### config.mk
export PLATFORM = sky130hd
export DESIGN_NAME = vif_top
export DESIGN_NICKNAME = d
export VERILOG_FILES = /design/src/vif_pkg.sv /design/src/vif_top.sv
export SDC_FILE = /design/constraint.sdc
export NUM_CORES = 1
export LEC_CHECK = 0
export BUFFER_PORTS_ARGS = -buffer_cell sky130_fd_sc_hd__buf_4
export CAP_MARGIN = 15
export CELL_PAD_IN_SITES_DETAIL_PLACEMENT = 1
export CELL_PAD_IN_SITES_GLOBAL_PLACEMENT = 1
export CORE_MARGIN = 3
export CORE_UTILIZATION = 43
export CTS_CLUSTER_DIAMETER = 60
export CTS_CLUSTER_SIZE = 10
export DETAILED_ROUTE_END_ITERATION = 8
export PLACE_DENSITY = 0.8
export SLEW_MARGIN = 15
export SYNTH_ARGS = -nofsm -noshare
export SYNTH_HDL_FRONTEND = slang
export SYNTH_SLANG_ARGS = --single-unit
### constraint.sdc
create_clock -name clk -period 2.7 [get_ports clk]
set_clock_uncertainty 0.1 [all_clocks]
set_input_delay 0.27 -clock clk [delete_from_list [all_inputs] [get_ports clk]]
set_output_delay 0.27 -clock clk [all_outputs]
set_load 0.005 [all_outputs]
### src/vif_pkg.sv
package vif_pkg;

   // -----------------------------------------------------------
   // register map, byte addresses on the avalon slave
   // -----------------------------------------------------------
   localparam logic [4:0] ADDR_PAGE_MAIN  = 5'h00;
   localparam logic [4:0] ADDR_PAGE_HIGH  = 5'h04;
   localparam logic [4:0] ADDR_FLAGS_LOW  = 5'h08;
   localparam logic [4:0] ADDR_FLAGS_HIGH = 5'h0c;
   localparam logic [4:0] ADDR_EN_LOW     = 5'h10;
   localparam logic [4:0] ADDR_EN_HIGH    = 5'h14;
   localparam logic [4:0] ADDR_EVT_STS    = 5'h18;
   localparam logic [4:0] ADDR_EVT_MSK    = 5'h1c;

   // -----------------------------------------------------------
   // reset values and implemented-bit masks
   // -----------------------------------------------------------
   localparam logic [15:0] PAGE_RST  = 16'hffff;
   localparam logic [15:0] ZERO16    = 16'h0000;
   localparam logic [15:0] MASK_LOW  = 16'hfffc;
   localparam logic [15:0] MASK_HIGH = 16'h07ff;
   localparam logic [15:0] MASK_EVT  = 16'h0003;

   // -----------------------------------------------------------
   // vector codes and flag positions
   // -----------------------------------------------------------
   localparam logic [1:0] HIGH_PAGE_SEL  = 2'b10;
   localparam logic [4:0] VEC_NMI        = 5'h01;
   localparam logic [4:0] VEC_HIGH_FIRST = 5'h10;
   localparam logic [4:0] VEC_BUS_FAULT  = 5'h18;
   localparam logic [4:0] VEC_TRACE_LOG  = 5'h19;
   localparam logic [4:0] VEC_RTOS       = 5'h1a;
   localparam int         HIGH_VEC_LO    = 16;
   localparam int         HIGH_VEC_HI    = 26;
   localparam logic [2:0] VEC_LOW_ZERO   = 3'h0;

   // -----------------------------------------------------------
   // event status bits
   // -----------------------------------------------------------
   localparam int EVT_REQ = 0;
   localparam int EVT_ACK = 1;

   // -----------------------------------------------------------
   // types
   // -----------------------------------------------------------
   typedef enum logic [1:0] {
      BUS_IDLE = 2'b01,
      BUS_DONE = 2'b10
   } vif_bus_t;

   typedef struct packed {
      logic        read;
      logic        write;
      logic [4:0]  address;
      logic [31:0] writedata;
      logic [3:0]  byteenable;
   } vif_avs_req_t;

   typedef struct packed {
      logic       valid;
      logic [4:0] vector;
   } vif_ack_t;

   typedef struct packed {
      vif_bus_t    bus;
      logic [15:0] page_main;
      logic [15:0] page_high;
      logic [15:0] flag_low;
      logic [15:0] flag_high;
      logic [15:0] en_low;
      logic [15:0] en_high;
      logic [15:0] evt_sts;
      logic [15:0] evt_msk;
      logic [15:0] serv_low;
      logic [15:0] serv_high;
      logic [31:0] rdata;
      logic [23:0] vec_addr;
      logic        vec_valid;
   } vif_state_t;

   localparam vif_state_t STATE_RST = '{
      bus:       BUS_IDLE,
      page_main: PAGE_RST,
      page_high: PAGE_RST,
      flag_low:  ZERO16,
      flag_high: ZERO16,
      en_low:    ZERO16,
      en_high:   ZERO16,
      evt_sts:   ZERO16,
      evt_msk:   ZERO16,
      serv_low:  ZERO16,
      serv_high: ZERO16,
      rdata:     32'h0000_0000,
      vec_addr:  24'h00_0000,
      vec_valid: 1'b0
   };

endpackage

### src/vif_top.sv
`timescale 1ns/1ps
// Operation
// main page pointer serves vectors 0-15, 24-31
// high page pointer serves vectors 16-23
// hardware reset loads both pointers with ffff
// software reset leaves both pointers unchanged
// address is pointer, vector number, three zeros
// binary vector codes, 16-23 use high page
// codes 24-26 are fault, trace, rtos
// arriving request sets its pending flag
// writing one clears flag, zero keeps it
// acknowledge clears the matching pending flag
// device reset clears every pending flag
// reserved flag bits read zero, ignore writes
// high flags bits 10,9,8: rtos, trace, fault
// vectors 16-23 flags in high bits 0-7
// vectors 2-15 flags in low matching bits
// software masks interrupts before pointer change
// software keeps nmi handlers on both pages
// pending request serviceable only when enabled
// request beats same-cycle clear of flag
module vif_top (
   // clock, enable and reset
   input  wire logic                  clk,
   input  wire logic                  ce,
   input  wire logic                  rstn,
   // avalon-mm register slave
   input  wire vif_pkg::vif_avs_req_t avs_req,
   output logic [31:0]                avs_readdata,
   output logic                       avs_waitrequest,
   // maskable request pulses, one per flag position
   input  wire logic [15:0]           req_low,
   input  wire logic [15:0]           req_high,
   // cpu acknowledge and software reset
   input  wire vif_pkg::vif_ack_t     ack,
   input  wire logic                  sw_reset,
   // vector address and service outputs
   output logic [23:0]                vec_addr,
   output logic                       vec_valid,
   output logic [15:0]                serv_low,
   output logic [15:0]                serv_high,
   output logic                       irq
);

   // -----------------------------------------------------------
   // helper functions
   // -----------------------------------------------------------

   // write-one-to-clear with set winning
   function automatic logic [15:0] w1c(
      input logic [15:0] old,
      input logic [15:0] set,
      input logic [15:0] clr,
      input logic [15:0] keep
   );
      w1c = ((old & ~clr) | set) & keep;
   endfunction

   // byte-lane merge of a plain read/write register
   function automatic logic [15:0] merge(
      input logic [15:0] old,
      input logic [15:0] wd,
      input logic [15:0] wm,
      input logic [15:0] keep
   );
      merge = ((old & ~wm) | (wd & wm)) & keep;
   endfunction

   // vector address from page pointer and vector code
   function automatic logic [23:0] form_addr(
      input logic [15:0] page,
      input logic [4:0]  vec
   );
      form_addr = {page, vec, vif_pkg::VEC_LOW_ZERO};
   endfunction

   // -----------------------------------------------------------
   // state
   // -----------------------------------------------------------
   vif_pkg::vif_state_t s_q;
   vif_pkg::vif_state_t s_d;

   logic [15:0] wm;
   logic [15:0] wd;
   logic [15:0] wd_m;
   logic        wr;
   logic [31:0] oh;
   logic [15:0] ack_low;
   logic [15:0] ack_high;
   logic [15:0] clr_low;
   logic [15:0] clr_high;
   logic [15:0] clr_evt;
   logic [15:0] set_low;
   logic [15:0] set_high;
   logic [15:0] set_evt;
   logic [15:0] rd16;
   logic [15:0] reset_clr;

   // -----------------------------------------------------------
   // next-state logic
   // -----------------------------------------------------------

   // bus decode, flag update, pointers, vector forming
   always_comb begin
      s_d       = s_q;
      wm        = {{8{avs_req.byteenable[1]}}, {8{avs_req.byteenable[0]}}};
      wd        = avs_req.writedata[15:0];
      wd_m      = wd & wm;
      wr        = (s_q.bus == vif_pkg::BUS_DONE) && avs_req.write;
      oh        = 32'h0000_0001 << ack.vector;
      reset_clr = sw_reset ? 16'hffff : vif_pkg::ZERO16;
      rd16      = vif_pkg::ZERO16;

      // acknowledge decode onto flag positions
      ack_low  = ack.valid ? (oh[15:0] & vif_pkg::MASK_LOW) : vif_pkg::ZERO16;
      ack_high = ack.valid ? ({5'h00, oh[vif_pkg::HIGH_VEC_HI:vif_pkg::HIGH_VEC_LO]}
                              & vif_pkg::MASK_HIGH) : vif_pkg::ZERO16;

      // flag set and clear terms
      set_low  = req_low & vif_pkg::MASK_LOW;
      set_high = req_high & vif_pkg::MASK_HIGH;
      clr_low  = ack_low | reset_clr;
      clr_high = ack_high | reset_clr;
      if (wr && (avs_req.address == vif_pkg::ADDR_FLAGS_LOW)) begin
         clr_low = clr_low | wd_m;
      end
      if (wr && (avs_req.address == vif_pkg::ADDR_FLAGS_HIGH)) begin
         clr_high = clr_high | wd_m;
      end
      s_d.flag_low  = w1c(s_q.flag_low, set_low, clr_low, vif_pkg::MASK_LOW);
      s_d.flag_high = w1c(s_q.flag_high, set_high, clr_high, vif_pkg::MASK_HIGH);

      // event status: new request, maskable acknowledge
      set_evt          = vif_pkg::ZERO16;
      set_evt[vif_pkg::EVT_REQ] = |{set_low, set_high};
      set_evt[vif_pkg::EVT_ACK] = |{ack_low, ack_high};
      clr_evt          = vif_pkg::ZERO16;
      if (wr && (avs_req.address == vif_pkg::ADDR_EVT_STS)) begin
         clr_evt = wd_m;
      end
      s_d.evt_sts = w1c(s_q.evt_sts, set_evt, clr_evt, vif_pkg::MASK_EVT);

      // plain read/write registers, untouched by software reset
      if (wr) begin
         case (avs_req.address)
            vif_pkg::ADDR_PAGE_MAIN: begin
               s_d.page_main = merge(s_q.page_main, wd, wm, 16'hffff);
            end
            vif_pkg::ADDR_PAGE_HIGH: begin
               s_d.page_high = merge(s_q.page_high, wd, wm, 16'hffff);
            end
            vif_pkg::ADDR_EN_LOW: begin
               s_d.en_low = merge(s_q.en_low, wd, wm, vif_pkg::MASK_LOW);
            end
            vif_pkg::ADDR_EN_HIGH: begin
               s_d.en_high = merge(s_q.en_high, wd, wm, vif_pkg::MASK_HIGH);
            end
            vif_pkg::ADDR_EVT_MSK: begin
               s_d.evt_msk = merge(s_q.evt_msk, wd, wm, vif_pkg::MASK_EVT);
            end
            default: begin
               s_d.evt_msk = s_q.evt_msk; // unmapped or w1c: nothing stored
            end
         endcase
      end

      // read mux, captured while waitrequest is high
      case (avs_req.address)
         vif_pkg::ADDR_PAGE_MAIN:  rd16 = s_q.page_main;
         vif_pkg::ADDR_PAGE_HIGH:  rd16 = s_q.page_high;
         vif_pkg::ADDR_FLAGS_LOW:  rd16 = s_q.flag_low;
         vif_pkg::ADDR_FLAGS_HIGH: rd16 = s_q.flag_high;
         vif_pkg::ADDR_EN_LOW:     rd16 = s_q.en_low;
         vif_pkg::ADDR_EN_HIGH:    rd16 = s_q.en_high;
         vif_pkg::ADDR_EVT_STS:    rd16 = s_q.evt_sts;
         vif_pkg::ADDR_EVT_MSK:    rd16 = s_q.evt_msk;
         default:                  rd16 = vif_pkg::ZERO16;
      endcase

      // one wait state per access
      case (s_q.bus)
         vif_pkg::BUS_IDLE: begin
            if (avs_req.read || avs_req.write) begin
               s_d.bus   = vif_pkg::BUS_DONE;
               s_d.rdata = {16'h0000, rd16};
            end
         end
         vif_pkg::BUS_DONE: begin
            s_d.bus = vif_pkg::BUS_IDLE;
         end
         default: begin
            s_d.bus = vif_pkg::BUS_IDLE;
         end
      endcase

      // vector address on every acknowledge
      s_d.vec_valid = ack.valid;
      if (ack.valid) begin
         if (ack.vector[4:3] == vif_pkg::HIGH_PAGE_SEL) begin
            s_d.vec_addr = form_addr(s_q.page_high, ack.vector);
         end else begin
            s_d.vec_addr = form_addr(s_q.page_main, ack.vector);
         end
      end

      // serviceable requests need their enable bit
      s_d.serv_low  = s_d.flag_low & s_d.en_low;
      s_d.serv_high = s_d.flag_high & s_d.en_high;
   end

   // -----------------------------------------------------------
   // state register
   // -----------------------------------------------------------

   // hardware reset loads pointers and clears flags
   always_ff @(posedge clk or negedge rstn) begin
      if (!rstn) begin
         s_q <= vif_pkg::STATE_RST;
      end else if (ce) begin
         s_q <= s_d;
      end
   end

   // -----------------------------------------------------------
   // outputs
   // -----------------------------------------------------------

   // bus handshake and registered data
   assign avs_waitrequest = (avs_req.read || avs_req.write)
                            && ((s_q.bus == vif_pkg::BUS_IDLE) || !ce);
   assign avs_readdata    = s_q.rdata;
   assign vec_addr        = s_q.vec_addr;
   assign vec_valid       = s_q.vec_valid;
   assign serv_low        = s_q.serv_low;
   assign serv_high       = s_q.serv_high;
   assign irq             = |(s_q.evt_sts & s_q.evt_msk);
endmodule

---- Yosys cells after proc, flatten, opt, wreduce, memory -nomap -nowiden ----
Cells that the tools add are included.
W data, S select, Z words.
word-level totals
  bits in registers ....................... 168
  latch bits .............................. 0
  bits in writable memories ............... 0
  memory bits (read-only) ................. 0
  output and inout bits ................... 91
  logic and storage cells ................. 85
  memories ................................ 0
operators by class
  add/sub/neg operators ................... 0
  multiply operators ...................... 0
  divide/modulo/power cells ............... 0
  order comparisons ....................... 0
  equal/unequal tests ..................... 11
  shifts and indexed selects .............. 1
  multiplexer cells ....................... 13
  bitwise operators ....................... 28
  reduce and logical (&&, ||, !) cells .... 18
operators by type and width
  operator                count
  $pmux W16 S8            1
  $and A16 B16 Y16        6
  $or A16 B16 Y16         6
  $mux W16                5
  $or A11 B11 Y11         4
  $mux W32                1
  $not A16 Y16            2
  $reduce_or A32 Y1       1
  $shl A1 B5 Y27 const A  1
  $reduce_or A25 Y1       1
  $mux W24                1
  $and A11 B11 Y11        2
  $mux W11                2
  $eq A5 B5 Y1 const B    4
  $and A11 B16 Y16        1
  $reduce_or A16 Y1       1
  $reduce_and A3 Y1       4
  $not A11 Y11            1
  $eq A5 B4 Y1 const B    2
  $and A2 B2 Y2           3
  $mux W2                 3
  $eq A5 B3 Y1 const B    1
  $logic_and A1 B1 Y1     5
  $logic_not A5 Y1        1
  other kinds (8)         12

---- Longest topological paths before layout ----
Gate-level depths: netlist (run 1).
  word-level depth ........................ 9
  depth in mapped cells ................... 7
  mapped depth without buffers ............ 4

---- Least setup slack after synthesis (run 1) ----
OpenSTA, ideal clock, no wires.
  path type ............................... reg2reg
  start ................................... register s_q[217] (netlist bit)
  end ..................................... register s_q[121] (netlist bit)
  library setup time ...................... 0.125 ns
  arrival time ............................ 1.723 ns
  data required time ...................... 2.475 ns
  slack ................................... 0.752 ns
  stages on the path, launching flop included .. 7
  path buffers ............................ 2
  clock period less this slack ............ 1.948 ns
  cells stage by stage .................... dfstp_2 > and4b_1 > buf_2 > and2_1 > clkbuf_2 > nand3_1 > mux2_2
between the ends
  longest elaborated chain between the ends .. 3
RTL lines
  element                 line            text
  from (decl)             vif_top.sv:80   vif_pkg::vif_state_t s_q;
  from (signal assigned)  vif_top.sv:218  s_q <= vif_pkg::STATE_RST;
  $eq A2 B2 Y1            vif_top.sv:109  wr = (s_q.bus == vif_pkg::BUS_DONE) && avs_req.write;
  $logic_and A1 B1 Y1     vif_top.sv:109
  $mux W32                vif_top.sv:144  if (wr) begin
Every way passes these cells.
A chain may end at the register's enable or synchronous reset.

---- Worst setup path in the final report (run 1) ----
  start ................................... register s_q[217] (netlist bit)
  end ..................................... register s_q (netlist bit avs_readdata[0])
between the ends
  longest elaborated chain between the ends .. 2
RTL lines
  element                      line            text
  $eq A2 B1 Y1                 vif_top.sv:181  case (s_q.bus)
  $reduce_and A3 Y1 (no line)  n/a
Every way passes these cells.

==> results_dict.tcl, run 1 <==
set metrics [dict create \
    post_cts_resize_count 0 \
    status "finished clean" \
    postSynthAreaPerCell_um2 10.2 \
    fmax_ghz 0.429 \
    dr.pass1.iters 4 \
    antenna_cells 0 \
    final_antenna_net_count 0 \
    cts_max_path_buffers 2 \
    cpPeakStageDelay_ns 0.59 \
    drive_gt1_share_pct 32.4 \
    final_area_um2 9690 \
    r2r_end "avs_readdata[0]$_DFFE_PN0P_" \
    worstRegToRegCells 5 \
    regArea_um2 3820 \
    routed_wl_um 26500 \
    vias 6619 \
    numCtsBuffers 17 \
    synthArstFlopShare_pct 100 \
    cp.required_ns 2.97 \
    io_buffers 124 \
    clock_sinks 151 \
    vdd_drop_max_mv 0.539 \
    synth_top_cell_by_area "dfrtp_1" \
    final-instance-count-excl-fill 1143 \
    hold_path_depth 3 \
    antenna_found_initial 0 \
    cp_cell_sequence "nand2b_1 > or3_1 > buf_4 > o41ai_1 > dlygate4sd3_1" \
    worstReg2RegStart "s_q[217]$_DFFE_PN1P_" \
    cpMaxStageDelayCell "dlygate4sd3_1" \
    syn-instance-count 820 \
    maxCapViolCount 0 \
    initial_core_util_pct 44.2 \
    cp-end-kind "register" \
    grt_max_degree 67 \
    hold_end "s_q[174]$_DFFE_PN0P_" \
    synth.most_common_cell "dfrtp_1" \
    place_congestion 0.863 \
    setup-tns-final_ns 0 \
    synth_area_um2 8360 \
    io_pins 176 \
    drc 0 \
    worstSetupPathType "reg -> reg" \
    fillers 2110 \
    ys.flop_type "dfrtp_1" \
    placed_area_um2 9020 \
    multi_input_area_um2 3690 \
    clock_latency_ns 0.44 \
    fin_crit_ns 2.33 \
    grt_pass1_vias 7017 \
    areaGrowthSynthToFinish_pct 16.0 \
    wl_per_cell_um 23.2 \
    finalSetupViolations 0 \
    synth_seq_cells 151 \
    die_y_um 145 \
    core_area_um2 18900 \
    htree_levels 4 \
    cts-root-buf "clkbuf_16" \
    grt_overflow 0 \
    rows 50 \
    cts_tree "done" \
    synth_seq_area_share_pct 45.7 \
    dieArea_um2 21100 \
    report.final.slew_viol_count 0 \
    synth_common_cells "dfrtp_1, buf_4, nor2_1" \
    p_per_area_nw_per_um2 619 \
    dp_hpwl_um 18900 \
    worst_pin_slew_ns 0.672 \
    netlist.area_leader.share_pct 35.3 \
    synth.area.top_cells "dfrtp_1, dfstp_2, mux2_2" \
    die_x_um 145 \
    grt_pass1_wl_um 41100 \
    reg2reg_slack_ns 0.37 \
    drt_iter0_markers 423 \
    ys_warn_count 0 \
    post-place-cells 1106 \
    worstSetupStartpointType "register" \
    crit_arrival_ns 2.61 \
    hold_path_class "in -> reg" \
    relSlewSlack_pct 54.1 \
    post_cts_buffers 0 \
    nNetsFinal 955 \
    viasPerCell 5.79 \
    rsz0062_at_grt "no" \
    track_usage_pct 25.0 \
    p_leak_nw 4.35 \
    min-delay-start "req_low[5]" \
    fin_crit_sh_pct 86.4 \
    synth_edf_count 0 \
    cp_max_fo 19 \
    post_synth_num_cell_types 54 \
    finalHoldViolations 0 \
    clkTransAtPathRegs_ns 0.06 \
]
cell families after synthesis:
logic type | after synthesis | share of synthesized area [%]
AOI/OAI and AO/OA | 160 | 12.4
muxes | 125 | 16.1
and+or+nand+nor | 229 | 14.3
buffers and inverters | 154 | 11.4
other | 1 | 0.0449
DFF | 151 | 45.7
report_power, final:
group / switching, mW / internal (mW)
combinational: 0.498 / 0.402
clock: 0.954 / 1.58
sequential: 0.125 / 2.45
layer usage:
| layer | track usage, % | share of wire, % | wire length, um |
|---|---|---|---|
| met1 | 30.8 | 40 | 10700 |
| met3 | 5.05 | 5.1 | 1340 |
| met4 | 9.92 | 3.2 | 851 |
| met5 | 0 | 0 | 0 |
| met2 | 43.2 | 51 | 13600 |
area by class of cell:
class,instances,area share (%)
Multi-Input combinational cell,540,38.0
Clock buffer,25,5.21
Clock inverter,7,1.20
Sequential cell,151,39.4
Timing Repair Buffer,153,12.5
Tap cell,260,3.36
Inverter,7,0.271
worst max-delay path, delay by kind of cell (launching register included):
| family | cells | cell delay, ns |
|---|---|---|
| AND/OR/NAND/NOR | 2 | 0.45 |
| buffers and inverters | 2 | 0.83 |
| AO/OA/AOI/OAI | 1 | 0.32 |
| flip-flops | 1 | 0.55 |
per-stage QoR:
step	worst slack, ns	utilization [%]	total power, mW	hold slack, ns
after floorplan	0.752	-	3.15	-0.126
after global routing	0.281	51.3	6.24	0.0261
after global placement	0.507	47.8	3.46	0.221
final	0.367	51.3	6.00	0.0217
after detailed placement	0.474	47.8	3.50	0.228
after CTS	0.360	51.3	6.05	0.00292
cell usage in the layout, fill, tap and decap left out, types with 3 or more instances in the layout:
cell,instances
nand2_1,46
a21oi_1,52
dfstp_2,33
o2bb2ai_1,7
a311oi_1,3
nor3_1,5
nand3_1,7
mux2i_1,57
dfrtp_1,118
nor2b_1,3
conb_1,26
nand4_1,29
and3_1,5
clkbuf_1,3
buf_4,143
a211oi_1,31
clkbuf_16,17
a221oi_1,13
and4b_1,5
nor4_1,5
inv_1,6
a22o_1,4
bufinv_16,3
nor3b_1,3
nand2b_1,24
nor2_1,74
a22oi_1,3
o21ai_0,30
nor4bb_1,3
dlygate4sd3_1,5
mux2_2,67
buf_12,4
clkbuf_8,5
and2_1,6
o22ai_1,3
o31ai_1,6
worst max-delay path by stage:
stage                                     from                          end  slack, ns  cells past startpoint
after global placement    s_q[217]$_DFFE_PN1P_         s_q[124]$_DFFE_PN0P_       0.51                      4
after floorplan           s_q[217]$_DFFE_PN1P_         s_q[121]$_DFFE_PN0P_       0.75                      6
final                     s_q[217]$_DFFE_PN1P_  avs_readdata[0]$_DFFE_PN0P_       0.37                      5
after global routing      s_q[217]$_DFFE_PN1P_  avs_readdata[0]$_DFFE_PN0P_       0.28                      5
after detailed placement           avs_req[39]                     register       0.47                      5
after CTS                 s_q[217]$_DFFE_PN1P_  avs_readdata[0]$_DFFE_PN0P_       0.36                      5
what timing repair did:
action / CTS / global route
hold buffers: 5 / 0
setup endpoints to repair: 0 / 0
endpoints found under the hold margin: 53 / 0
Note: power is estimated with default switching activity, not from simulation.
==> run 2, diff against run 1 <==
--- a/config.mk
+++ b/config.mk
@@ -5,12 +5,13 @@
 export SDC_FILE = /design/constraint.sdc
 export NUM_CORES = 1
 export LEC_CHECK = 0
+export ABC_AREA = 1
 export BUFFER_PORTS_ARGS = -buffer_cell sky130_fd_sc_hd__buf_4
 export CAP_MARGIN = 15
 export CELL_PAD_IN_SITES_DETAIL_PLACEMENT = 1
 export CELL_PAD_IN_SITES_GLOBAL_PLACEMENT = 1
 export CORE_MARGIN = 3
-export CORE_UTILIZATION = 43
+export CORE_UTILIZATION = 40
 export CTS_CLUSTER_DIAMETER = 60
 export CTS_CLUSTER_SIZE = 10
 export DETAILED_ROUTE_END_ITERATION = 8
==> run 2 against run 1 <==
Against the previous run:
- combinational power rose by 11%
- sequential cell count unchanged
- critical path depth grew 4
- global-route usage fell by 1.3 points
- first-iteration DRC count up 16%
- sequential power increased by 2%
- area after synthesis rose by 4.9%
- power increased by 2.9%
- largest cell class unchanged
- highest routed layer unchanged
==> results_dict.tcl, run 2 <==
set metrics [dict create \
    status "finished clean" \
    cts-root-buf "clkbuf_16" \
    wl_per_cell_um 18.3 \
    cp_cell_sequence "nand2_1 > nor2_2 > nand2_2 > nor2_1 > nand2_1 > nand2_1 > nand2_1 > nand2_1 > o21ai_0" \
    synthMuxAreaShare_pct 0 \
    grt_pass1_vias 8029 \
    crit_arrival_ns 2.20 \
    multi_input_area_um2 3710 \
    synth.area.top_cells "dfrtp_1, nand2_1, dfstp_2" \
    cp.required_ns 2.86 \
    cp_top_family "simple AND/OR/NAND/NOR gates" \
    p_per_area_nw_per_um2 616 \
    clock_power_share_pct 41.2 \
    post_synth_num_cell_types 34 \
    finalHoldViolations 0 \
    path_buf_inv 0 \
    worst_pin_slew_ns 0.847 \
    fmax_ghz 0.490 \
    setup-tns-final_ns 0 \
    vdd_drop_max_mv 0.361 \
    synth_seq_area_share_pct 43.6 \
    finalSetupViolations 0 \
    report.final.slew_viol_count 0 \
    synth_xor_area_share_pct 0 \
    cts_tree "done" \
    place_congestion 0.868 \
    drt_iter0_markers 492 \
    relSlewSlack_pct 43.6 \
    regArea_um2 3820 \
    cp_max_fo 10 \
    clock_latency_ns 0.43 \
    io_buffers 124 \
    cpPeakStageDelay_ns 0.39 \
    power.switching_mw 1.74 \
    fin_crit_sh_pct 75.5 \
    grt_overflow 0 \
    netlist.area_leader.share_pct 33.7 \
    cts_hold_buf 1 \
    die_x_um 154 \
    synthAdderAreaFrac_pct 0 \
    post_cts_buffers 0 \
    dp_hpwl_um 21100 \
    cts_max_path_buffers 2 \
    antenna_cells 0 \
    final_antenna_net_count 0 \
    cp-end-kind "register" \
    synth_common_cells "nand2_1, nor2_1, dfrtp_1" \
    viasPerCell 5.14 \
    placed_area_um2 9400 \
    worstSetupPathType "reg -> reg" \
    vias 7950 \
    grt_pass1_wl_um 44500 \
    cp.depth 9 \
    synthSimpleGateAreaFrac_pct 30.6 \
    worstSetupStartpointType "register" \
    postSynthAreaPerCell_um2 7.29 \
    numCtsBuffers 17 \
    clock_sinks 151 \
    layout.cells.most_common "nand2_1" \
    areaGrowthSynthToFinish_pct 14.4 \
    die_y_um 154 \
    synth_edf_count 0 \
    post_cts_resize_count 0 \
    io_pins 176 \
    antenna_found_initial 0 \
    drc 0 \
    synthArstFlopShare_pct 100 \
    synth_top_family_by_area "simple AND/OR/NAND/NOR gates" \
    synth_area_um2 8770 \
    grt_max_degree 95 \
    routed_wl_um 28300 \
    power.internal_mw 4.43 \
    synth_seq_cells 151 \
    htree_levels 4 \
    hold_path_depth 2 \
    worstRegToRegCells 9 \
    final_area_um2 10000 \
    synth_compound_area_share_pct 10.6 \
    p_seq_share_pct 42.6 \
    fin_crit_ns 2.04 \
    core_area_um2 21300 \
    crit_top_cell "nand2_1" \
    cpMaxStageDelayCell "dfrtp_1" \
    clkTransAtPathRegs_ns 0.06 \
    switching_share_pct 28.2 \
    ys_warn_count 0 \
    fillers 2717 \
    dr.pass1.iters 5 \
    drive_gt1_share_pct 19.1 \
    synth.most_common_cell "nand2_1" \
    rsz0062_at_grt "no" \
    comb_power_share_pct 16.2 \
    rows 53 \
    syn-instance-count 1203 \
    layout_common_cells "nand2_1, buf_4, nor2_1" \
    ys.flop_type "dfrtp_1" \
    maxCapViolCount 0 \
    nNetsFinal 1344 \
    hold_path_class "in -> reg" \
    p_leak_nw 4.96 \
    track_usage_pct 23.7 \
    initial_core_util_pct 41.2 \
    dieArea_um2 23700 \
    synth_top_cell_by_area "dfrtp_1" \
]
-- run 2: layout make-up --
type,count,area share [%]
Tap cell,275,3.43
Timing Repair Buffer,144,11.0
Sequential cell,151,38.1
Inverter,116,4.40
Clock buffer,21,4.39
Multi-Input combinational cell,829,37.0
Clock inverter,11,1.75
-- run 2: final timing paths --
| path | slack [ns] | to | startpoint |
|---|---|---|---|
| max | 0.66 | s_q[178]$_DFFE_PN0P_ | s_q[218]$_DFFE_PN0P_ |
| min | 0.02 | s_q[151]$_DFFE_PN0P_ | ce |
| min reg2reg | 0.38 | avs_readdata[7]$_DFFE_PN0P_ | avs_readdata[7]$_DFFE_PN0P_ |
| max reg2reg | 0.66 | s_q[178]$_DFFE_PN0P_ | s_q[218]$_DFFE_PN0P_ |
| max in group asynchronous | 1.44 | async pin | rstn |
| min in group asynchronous | 0.29 | vec_addr[21]$_DFFE_PN0P_ | rstn |
-- run 2: power by group through the flow --
| stage | sequential (mW) | clock [mW] | combinational [mW] |
|---|---|---|---|
| 6_report | 2.63 | 2.54 | 0.998 |
| 5_1_grt | 2.66 | 2.66 | 1.12 |
| 4_1_cts | 2.63 | 2.56 | 1.01 |
| 3_5_place_dp | 2.67 | 0 | 0.997 |
| 3_3_place_gp | 2.66 | 0 | 0.968 |
| 2_1_floorplan | 2.62 | 0 | 0.691 |
-- run 2: through the flow --
step | setup slack [ns] | total power [mW] | hold slack [ns] | utilization, % | std cells
global route | 0.524 | 6.44 | 0.0426 | 47.1 | 1547
floorplan | 1.11 | 3.32 | -0.126 | - | 1228
finish | 0.660 | 6.17 | 0.0235 | 47.1 | 1547
CTS | 0.672 | 6.20 | 0.0103 | 47.1 | 1547
detailed placement | 0.525 | 3.66 | 0.183 | 44.2 | 1514
global placement | 0.613 | 3.63 | 0.181 | 44.2 | 1514
-- run 2: worst reg2reg max path: stages, from the launching register on --
cell     delay [ns]
dfrtp_1        0.39
nand2_1        0.09
nor2_2         0.25
nand2_2        0.25
nor2_1         0.37
nand2_1        0.10
nand2_1        0.08
nand2_1        0.08
nand2_1        0.07
o21ai_0        0.10
-- run 2: logic make-up (layout without fill, tap and decap cells) --
family          Yosys count  in the layout
simple gates            628            628
other cells               1             26
buf+inv                 248            292
flops                   151            151
compound gates          175            175
-- run 2: routing by layer --
| metal | vias up | GRT usage (%) | wire [um] |
|---|---|---|---|
| met5 | - | 0 | 0 |
| met3 | 33 | 3.21 | 1230 |
| met2 | 199 | 39.5 | 13700 |
| li1 | 3829 | - | - |
| met1 | 3889 | 32.7 | 13000 |
| met4 | 0 | 5.68 | 425 |
==> run 3, diff against run 2 <==
==> constraint.sdc (replaced) <==
create_clock -name clk -period 1.88 [get_ports clk]
set_clock_uncertainty 0.1 [all_clocks]
set_input_delay 0.188 -clock clk [delete_from_list [all_inputs] [get_ports clk]]
set_output_delay 0.188 -clock clk [all_outputs]
set_load 0.005 [all_outputs]
==> run 3 against run 2 <==
Against the previous run:
- utilization rose by 2.0 points
- worst setup slack got worse by 0.55 ns
- sequential share of layout area fell by 1.5 points
- hold slack got worse by 0.0089 ns
- first-iteration DRC count rose by 11%
- non-clock buffer count rose by 43
- die area did not move
- clock power rose by 38%
- sequential power rose by 44%
- critical path depth did not move
- count of clock-buffer cells in the layout fell by 2
- global-route usage rose by 1.7 points
- largest power group unchanged
==> results_dict.tcl, run 3 (same netlist as run 2, synthesis figures left out) <==
set metrics [dict create \
    status "finished clean" \
    r2r_end "s_q[178]$_DFFE_PN0P_" \
    grt_pass1_wl_um 47400 \
    reg2reg_slack_ns 0.11 \
    wl_met3_um 1370 \
    final_antenna_net_count 0 \
    drive_gt1_share_pct 20.1 \
    cp-endpoint "s_q[178]$_DFFE_PN0P_" \
    final_core_util_pct 49.1 \
    place_congestion 0.912 \
    grt_max_degree 84 \
    p_leak_nw 5.15 \
    wl_met1_um 13200 \
    dieArea_um2 23700 \
    cts_max_path_buffers 2 \
    relSlewSlack_pct 65.8 \
    clkTransAtPathRegs_ns 0.07 \
    io_buffers 124 \
    post_cts_buffers 0 \
    grt_overflow 0 \
    cp.required_ns 2.09 \
    cts-root-buf "clkbuf_16" \
    maxCapViolCount 0 \
    dp_worst_setup_slack_ns 0.0407 \
    antenna_cells 0 \
    worstSetupStartpointType "register" \
    worstRegToRegCells 9 \
    htree_levels 4 \
    wl_per_cell_um 18.7 \
    core_area_um2 21300 \
    crit_arrival_ns 1.99 \
    top_layer_used "met4" \
    fin_crit_ns 1.77 \
    fmax_ghz 0.564 \
    post-place-cells 1529 \
    drc 0 \
    p_per_area_nw_per_um2 844 \
    vias 8203 \
    dp_hpwl_um 21800 \
    finalSetupViolations 0 \
    layout.cells.most_common "nand2_1" \
    final_area_um2 10400 \
    final-instance-count-excl-fill 1590 \
    cp_max_fo 10 \
    finalHoldViolations 0 \
    setup-tns-final_ns 0 \
    antenna_found_initial 0 \
    die_y_um 154 \
    cts_tree "done" \
    cp-end-kind "register" \
    report.final.slew_viol_count 0 \
    fin_crit_sh_pct 94.4 \
    wl_met2_um 14300 \
    initial_core_util_pct 41.2 \
    worstReg2RegStart "s_q[218]$_DFFE_PN0P_" \
    worstSetupPathType "reg -> reg" \
    hold_path_class "in -> reg" \
    numCtsBuffers 17 \
    rsz0062_at_grt "no" \
    rows 53 \
    dr.pass1.iters 5 \
    drt_iter0_markers 545 \
    viasPerCell 5.16 \
    clock_latency_ns 0.44 \
    placed_area_um2 9550 \
    nNetsFinal 1387 \
    grt_pass1_vias 8506 \
    io_pins 176 \
    total_power_mw 8.81 \
    clock_sinks 151 \
    track_usage_pct 25.4 \
    routed_wl_um 29700 \
    worst_pin_slew_ns 0.512 \
    timing.final.ws_setup_ns 0.106 \
    crit_path_start "s_q[218]$_DFFE_PN0P_" \
    layout_common_cells "nand2_1, buf_4, nor2_1" \
    areaGrowthSynthToFinish_pct 19.1 \
    die_x_um 154 \
    vdd_drop_max_mv 0.555 \
    hold_ws_ns 0.0146 \
]
## run 3: cell types whose count changed in the layout (fill, tap and decap cells not counted), sizes merged
cell         before  now
dlygate4sd3       1   29
inv             114  118
bufinv            4    2
clkinvlp          2    4
clkbuf           21   19
clkinv            7    5
buf             143  158
## run 3: critical path: stages, from the launching register on
cell	delay [ns]
dfrtp_1	0.39
nand2_1	0.08
nor2_2	0.15
nand2_2	0.20
nor2_2	0.32
nand2_1	0.10
nand2_1	0.07
nand2_1	0.08
nand2_1	0.07
o21ai_0	0.08
## run 3: layout make-up
class | count | area, um2
Fill cell | 2702 | 10800
Sequential cell | 151 | 3820
Multi-Input combinational cell | 829 | 3720
Timing Repair Buffer | 187 | 1530
Clock buffer | 19 | 443
Inverter | 116 | 442
Tap cell | 275 | 344
Clock inverter | 13 | 144
## run 3: report_power, final
part / switching (mW) / internal [mW] / leakage [nW]
Clock: 1.50 / 2.00 / 0.277
Sequential: 0.204 / 3.58 / 1.84
Combinational: 0.910 / 0.614 / 3.04
Total: 2.61 / 6.20 / 5.15
## run 3: worst min path at each step
stage	from	to	slack, ns	depth (start not counted)
after detailed placement	rstn	vec_addr[21]$_DFFE_PN0P_	0.03	1
final	req_low[10]	s_q[179]$_DFFE_PN0P_	0.01	5
after global placement	rstn	vec_addr[21]$_DFFE_PN0P_	0.03	1
after CTS	req_low[10]	s_q[179]$_DFFE_PN0P_	0.001	5
after floorplan	rstn	async pin	-0.21	0
after global routing	avs_req[19]	register	0.04	3
## run 3: timing repair
action / in CTS / in global routing
hold buffers: 29 / 0
endpoints found under the setup margin: 0 / 15
resized for setup: 0 / 5
endpoints found under the hold margin: 145 / 0
## run 3: metal layers
layer  up-vias  global-route usage, %
li1       3910                      -
met1      4024                   34.4
met2       232                   42.5
met3        37                   2.84
met4         0                   8.58
met5         -                      0
